### src/rtl/acr_pkg.sv
// package: field layout, reset values and timing of the converter configuration register
`default_nettype none
package acr_pkg;
  localparam logic [1:0] ACR_PTR_CONV = 2'b00;
  localparam logic [1:0] ACR_PTR_CFG = 2'b01;
  localparam logic [1:0] ACR_PTR_LO = 2'b10;
  localparam logic [1:0] ACR_PTR_HI = 2'b11;
  localparam int ACR_OS_BIT = 15;
  localparam int ACR_MUX_LSB = 12;
  localparam int ACR_PGA_LSB = 9;
  localparam int ACR_MODE_BIT = 8;
  localparam int ACR_DR_LSB = 5;
  localparam int ACR_CMODE_BIT = 4;
  localparam int ACR_POL_BIT = 3;
  localparam int ACR_LAT_BIT = 2;
  localparam int ACR_QUE_LSB = 0;
  localparam logic [15:0] ACR_CFG_RESET = 16'h8583;
  localparam logic [15:0] ACR_CFG_WMASK = 16'h7fff;
  localparam int ACR_CLK_HZ = 250_000_000;
  localparam logic [2:0] ACR_DR_RESET = 3'b100;
  // sample rate per rate code, in samples per second (timer length is floor of clk / sps cycles)
  localparam int ACR_SPS_128 = 128;
  localparam int ACR_SPS_250 = 250;
  localparam int ACR_SPS_490 = 490;
  localparam int ACR_SPS_920 = 920;
  localparam int ACR_SPS_1600 = 1600;
  localparam int ACR_SPS_2400 = 2400;
  localparam int ACR_SPS_3300 = 3300;
  localparam int ACR_CNT_W = 21;
  typedef enum logic [1:0] {
    ACR_IDLE = 2'b00,
    ACR_SINGLE = 2'b01,
    ACR_CONT = 2'b10
  } acr_state_t;
endpackage
`default_nettype wire

### src/rtl/acr_config_reg.sv
// converter configuration register with single-shot start and status bit
`default_nettype none
// Overview of operation
// RL1 - start/status bit sits at bit 15 and resets to one.
// RL2 - writing one while powered down launches exactly one conversion.
// RL3 - start writes are taken only while powered down; ignored mid-conversion.
// RL4 - writing zero to the start/status bit changes nothing.
// RL5 - start/status reads zero during a conversion, one otherwise.
// RL6 - after a single conversion the device powers down and status reads one.
// RL7 - mode bit 8: zero continuous, one single-shot or power-down; resets one.
// RL8 - pointer value 01b routes reads and writes to this register; the code routes only writes, rd_data shows this register for any pointer.
// RL9 - rate codes select 128 to 3300 samples per second; 111b is 3300.
module acr_config_reg
  import acr_pkg::*;
(
  input wire logic mclk,
  input wire logic srst,
  input wire logic [1:0] reg_ptr,
  input wire logic wr_en,
  input wire logic [15:0] wr_data,
  output logic [15:0] rd_data,
  output logic busy,
  output logic conv_done,
  output logic [2:0] input_pair_select,
  output logic [2:0] gain_range_select,
  output logic cont_mode,
  output logic [2:0] sample_rate_select,
  output logic window_mode,
  output logic alert_polarity,
  output logic alert_latch_enable,
  output logic [1:0] alert_queue_setting
);
  logic [15:0] cfg_q;
  logic [15:0] cfg_d;
  acr_state_t state_q;
  acr_state_t state_d;
  logic sel_cfg;
  logic start_req;
  logic start_go;
  logic tmr_done;
  logic run;

  assign sel_cfg = (reg_ptr == ACR_PTR_CFG); // [RL8]
  assign start_req = sel_cfg && wr_en && wr_data[ACR_OS_BIT]; // [RL4]
  // a start only counts when powered down and the written mode stays single
  assign start_go = start_req && (state_q == ACR_IDLE) && wr_data[ACR_MODE_BIT]; // [RL2] [RL3]
  assign run = (state_q != ACR_IDLE);

  always_comb
  begin
    cfg_d = cfg_q;
    if (sel_cfg && wr_en)
      cfg_d = (cfg_q & ~ACR_CFG_WMASK) | (wr_data & ACR_CFG_WMASK); // [RL8]
  end

  always_ff @(posedge mclk)
  begin
    if (srst)
      cfg_q <= ACR_CFG_RESET; // [RL1] [RL7]
    else
      cfg_q <= cfg_d;
  end

  always_comb
  begin
    state_d = state_q;
    unique case (state_q)
      ACR_IDLE:
      begin
        if (!cfg_d[ACR_MODE_BIT])
          state_d = ACR_CONT; // [RL7]
        else if (start_go)
          state_d = ACR_SINGLE; // [RL2]
      end
      ACR_SINGLE:
      begin
        if (tmr_done)
          state_d = cfg_d[ACR_MODE_BIT] ? ACR_IDLE : ACR_CONT; // [RL6]
      end
      ACR_CONT:
      begin
        if (cfg_d[ACR_MODE_BIT])
          state_d = ACR_IDLE; // [RL7]
      end
      default: state_d = ACR_IDLE;
    endcase
  end

  always_ff @(posedge mclk)
  begin
    if (srst)
      state_q <= ACR_IDLE;
    else
      state_q <= state_d;
  end

  acr_rate_timer u_timer (
    .mclk(mclk),
    .srst(srst),
    .start(start_go),
    .run(run),
    .rate_sel(cfg_q[ACR_DR_LSB +: 3]),
    .done(tmr_done)
  );

  always_ff @(posedge mclk)
  begin
    if (srst)
    begin
      rd_data <= ACR_CFG_RESET;
      busy <= 1'b0;
      conv_done <= 1'b0;
    end
    else
    begin
      rd_data <= {(state_d == ACR_IDLE), cfg_d[14:0]}; // [RL5] [RL6]
      busy <= (state_d != ACR_IDLE);
      conv_done <= tmr_done;
    end
  end

  always_ff @(posedge mclk)
  begin
    if (srst)
    begin
      input_pair_select <= ACR_CFG_RESET[ACR_MUX_LSB +: 3];
      gain_range_select <= ACR_CFG_RESET[ACR_PGA_LSB +: 3];
      cont_mode <= 1'b0;
      sample_rate_select <= ACR_DR_RESET;
      window_mode <= ACR_CFG_RESET[ACR_CMODE_BIT];
      alert_polarity <= ACR_CFG_RESET[ACR_POL_BIT];
      alert_latch_enable <= ACR_CFG_RESET[ACR_LAT_BIT];
      alert_queue_setting <= ACR_CFG_RESET[ACR_QUE_LSB +: 2];
    end
    else
    begin
      input_pair_select <= cfg_d[ACR_MUX_LSB +: 3];
      gain_range_select <= cfg_d[ACR_PGA_LSB +: 3];
      cont_mode <= !cfg_d[ACR_MODE_BIT]; // [RL7]
      sample_rate_select <= cfg_d[ACR_DR_LSB +: 3]; // [RL9]
      window_mode <= cfg_d[ACR_CMODE_BIT];
      alert_polarity <= cfg_d[ACR_POL_BIT];
      alert_latch_enable <= cfg_d[ACR_LAT_BIT];
      alert_queue_setting <= cfg_d[ACR_QUE_LSB +: 2];
    end
  end

  // helper for the fastest rate: armed by a start at code 111b, counts cycles since
  logic fast_arm_q;
  logic [ACR_CNT_W-1:0] fast_cnt_q;

  always_ff @(posedge mclk)
  begin
    if (srst)
      fast_arm_q <= 1'b0;
    else if (start_go && wr_data[ACR_DR_LSB +: 3] == 3'b111)
      fast_arm_q <= 1'b1;
    else if (conv_done || (sel_cfg && wr_en && wr_data[ACR_DR_LSB +: 3] != 3'b111))
      fast_arm_q <= 1'b0;
  end

  always_ff @(posedge mclk)
  begin
    if (srst)
      fast_cnt_q <= '0;
    else if (start_go)
      fast_cnt_q <= ACR_CNT_W'(1);
    else if (fast_arm_q)
      fast_cnt_q <= fast_cnt_q + ACR_CNT_W'(1);
  end
endmodule
`default_nettype wire

### src/rtl/acr_rate_timer.sv
// conversion period timer: counts one conversion at the selected sample rate
`default_nettype none
module acr_rate_timer
  import acr_pkg::*;
(
  input wire logic mclk,
  input wire logic srst,
  input wire logic start,
  input wire logic run,
  input wire logic [2:0] rate_sel,
  output logic done
);
  logic [ACR_CNT_W-1:0] cnt_q;
  logic [ACR_CNT_W-1:0] len;

  function automatic logic [ACR_CNT_W-1:0] rate_len(input logic [2:0] code);
    int sps;
    sps = ACR_SPS_3300;
    unique case (code)
      3'b000: sps = ACR_SPS_128;
      3'b001: sps = ACR_SPS_250;
      3'b010: sps = ACR_SPS_490;
      3'b011: sps = ACR_SPS_920;
      3'b100: sps = ACR_SPS_1600;
      3'b101: sps = ACR_SPS_2400;
      3'b110: sps = ACR_SPS_3300;
      3'b111: sps = ACR_SPS_3300;
    endcase
    return ACR_CNT_W'(ACR_CLK_HZ / sps);
  endfunction

  assign len = rate_len(rate_sel); // [RL9]

  always_ff @(posedge mclk)
  begin
    if (srst || start || !run)
      cnt_q <= '0;
    else if (cnt_q == len - ACR_CNT_W'(1))
      cnt_q <= '0;
    else
      cnt_q <= cnt_q + ACR_CNT_W'(1);
  end

  assign done = run && !start && (cnt_q == len - ACR_CNT_W'(1));
endmodule
`default_nettype wire

### config.mk
export PLATFORM = sky130hd
export DESIGN_NAME = acr_config_reg
export DESIGN_NICKNAME = d
export VERILOG_FILES = /design/src/rtl/acr_pkg.sv /design/src/rtl/acr_config_reg.sv /design/src/rtl/acr_rate_timer.sv
export SDC_FILE = /design/constraint.sdc
export NUM_CORES = 1
export LEC_CHECK = 0
export ABC_AREA = 0
export BUFFER_PORTS_ARGS = -buffer_cell sky130_fd_sc_hd__buf_2
export CORE_MARGIN = 2
export CORE_UTILIZATION = 40
export CTS_BUF_LIST = sky130_fd_sc_hd__clkbuf_16
export CTS_CLUSTER_SIZE = 40
export DETAILED_ROUTE_END_ITERATION = 12
export GPL_TIMING_DRIVEN = 0
export PLACE_DENSITY = 0.65
export SKIP_CTS_REPAIR_TIMING = 1
export SYNTH_ARGS = -nofsm -noshare
export SYNTH_HDL_FRONTEND = slang
export SYNTH_SLANG_ARGS = --single-unit
### constraint.sdc
create_clock -name mclk -period 148.2 [get_ports mclk]
set_clock_uncertainty 0.1 [all_clocks]
set_input_delay 29.64 -clock mclk [delete_from_list [all_inputs] [get_ports mclk]]
set_output_delay 29.64 -clock mclk [all_outputs]
set_load 0.03 [all_outputs]
==> out/results.tsv <==
metric	value	unit
final setup vio count	0	
Die ar.	0.06385	mm2
CP max FO	33	
Max Cap Violations	1	
IO Count	54	
most frequent cells in the layout	nor2_1, a21oi_1, nand2_1, ha_1, o21ai_0	
dpl hpwl	61710	um
ys flop type	dfxtp_1	
cts bufs inserted	5	
HP Start	cfg_q[11]	
largest family of logic cells by synthesized area	compound AO/OA/AOI/OAI gates	
most common cell after layout, fill and taps aside	nor2_1	
Core ar.	0.06137	mm2
Clock Pin Slew Worst Setup and Hold Paths	0.07	ns
Longest Clk Path Bufs	2	
uppermost layer routed	met4	
GPL Wtd Cong	0.9325	
Hold Path Cell Cnt	2	
r2r setup slk	56.11	ns
final hold slack	0.3823	ns
Detailed Routing Iterations Pass 1	8	
CP Data Required Time	148.29	ns
max frequency	10.86	MHz
GRT Total Usage	0.2294	
Final min period	92.09	ns
post-layout util	0.4291	
post-synthesis mux area share	0.04506	
final wirelength	76330	um
Tcrit/Tclk final	0.6214	
XOR/XNOR share of the synthesized area	0.08476	
Rel. slew slack	0.02994	
Diodes inserted	0	
WL met2	34910	um
Area after DPL	0.02608	mm2
root buffer cell	clkbuf_16	
Setup TNS Final	0	ns
Vias/cell	6.137	
largest net degree at the start of global routing	34	
Hold Violations, Final	0	
outcome	complete, but fails checks	
synthesized cell area	0.02474	mm2
Slew Limit Fails	0	
Site Rows	91	
Hold EP	cfg_q[11]	
Clk Latency, worst-skew pair	0.30	ns
WL/cell	17.16	um
Synth Area in Compound Gates	0.3498	
die span in x	252.7	um
GRT Residual Overflow	0	
Setup CP Type	flop to flop	
DR DRC count	0	
Post-Syn Nets	3867	
initial antenna violation count	0	
Syn-to-layout area delta	6.438	%
Yosys warnings	0	
first-pass GRT wire length	124800	um
Final Cell Area	0.02633	mm2
wire length on met1	36800	um
drt first-iter violations	1970	
share of flip-flops with an asynchronous set or reset	0	
clk sinks	53	
Initial Utilization	0.4031	
Reg2Reg Depth	418	
adder-cell area share of the yosys netlist	0.1299	
number of library cell types mapped by synthesis	132	
FF+latch count, synth	53	
CP Data Arrival Time	92.19	ns
capturing point of the worst reg2reg path	u_timer.cnt_q[18]	
Max stage delay cell, worst path	a2111oi_0	
TritonCTS clock tree	built	
failing checks	capacitance limit	
DRT antenna net count	0	
Worst-Margin Slew	1.418	ns
via count	27290	
met3 wire len	3345	um
register area share after synthesis	0.04289	
post-synthesis simple-gate area fraction	0.2996	
H-Tree Depth	2	
HP Class	flop to flop	
Worst path most repeated cell	o21ai_0	
Port Buffers	53	
nets	3933	
RSZ-0062 raised after global routing	false	
synthesized instance count	3590	
crit path capture type	flop	
height of the die	252.7	um
vias in the first global route	24840	
CP Launch Type	flop	
average size of a mapped cell	6.891	um2
share of layout cells above drive strength 1	0.09981	
Post-synth EDFFs	0	
CP max stage delay	1.14	ns
layer usage:
metal / track usage / vias to the layer above
met5: 0 / -
met4: 0.04328 / 0
met3: 0.01184 / 94
met2: 0.3916 / 675
met1: 0.3193 / 12790
li1: - / 13740
stage by stage:
stage	instances	worst slack [ns]
2_1_floorplan	3590	73.78
3_3_place_gp	4433	57.55
3_5_place_dp	4436	57.01
4_1_cts	4444	56.73
5_1_grt	4447	48.33
6_report	4447	56.11
critical path, delay by kind of cell (launching register included):
kind / cells / cell delay (ns)
adder cells (fa/ha/maj): 30 / 9.48
flip-flops: 1 / 0.30
AND/OR/NAND/NOR: 117 / 23.89
buffers and inverters: 50 / 12.26
AO/OA/AOI/OAI: 210 / 42.57
multiplexers: 4 / 1.55
XOR/XNOR: 7 / 1.52
cell families (layout without fill, tap and decap cells):
logic type	Yosys count	after routing
flip-flops	53	53
other	1	1
XOR/XNOR	237	237
AO/OA/AOI/OAI	1240	1240
buffers and inverters	260	327
multiplexers	99	99
adder cells (fa/ha/maj)	257	257
AND/OR/NAND/NOR	1443	1443
cell usage after synthesis (14+ instances only):
library cell / count / share of area
a211oi_1: 37 / 0.011
a21boi_0: 17 / 0.0052
a21o_1: 119 / 0.036
a21oi_1: 300 / 0.061
a22oi_1: 14 / 0.0042
a311oi_1: 19 / 0.0067
a31oi_1: 59 / 0.015
and2_1: 43 / 0.011
and3_1: 51 / 0.013
and4_1: 22 / 0.0078
buf_2: 31 / 0.0063
buf_4: 39 / 0.012
clkbuf_1: 49 / 0.0074
dfxtp_1: 53 / 0.043
ha_1: 256 / 0.13
inv_1: 126 / 0.019
mux2_2: 56 / 0.025
mux2i_1: 32 / 0.013
nand2_1: 291 / 0.044
nand2b_1: 87 / 0.022
nand3_1: 146 / 0.030
nand4_1: 47 / 0.012
nor2_1: 358 / 0.054
nor2b_1: 47 / 0.012
nor3_1: 140 / 0.028
nor4_1: 29 / 0.0073
o211a_1: 15 / 0.0061
o211ai_1: 46 / 0.014
o21a_1: 102 / 0.031
o21ai_0: 189 / 0.038
o21ai_1: 27 / 0.0055
o21bai_1: 20 / 0.0061
o22ai_1: 16 / 0.0040
o31ai_1: 39 / 0.012
or2_2: 39 / 0.0099
or3_1: 36 / 0.0091
xnor2_1: 150 / 0.053
xor2_1: 85 / 0.030
how the worst max path moves through the flow:
stage / start / to / slack [ns] / cells past startpoint
after floorplan: flop / u_timer.cnt_q[14] / 73.78 / 418
after global placement: flop / u_timer.cnt_q[12] / 57.55 / 413
after detailed placement: flop / u_timer.cnt_q[18] / 57.01 / 414
after CTS: flop / u_timer.cnt_q[18] / 56.73 / 414
after global routing: flop / u_timer.cnt_q[18] / 48.33 / 417
final: flop / u_timer.cnt_q[18] / 56.11 / 418
layout make-up:
type	instances	area (um2)
Sequential cell	53	1061
Tap cell	790	988.4
Clock buffer	5	125.1
Timing Repair Buffer	59	430.4
Fill cell	6483	35040
Clock inverter	3	42.54
Inverter	130	488.0
Buffer	130	696.9
Multi-Input combinational cell	3277	22500
Power is left out: the tool's default activity adds up to more than one toggle a clock period on the data nets, which glitch-free logic cannot reach.
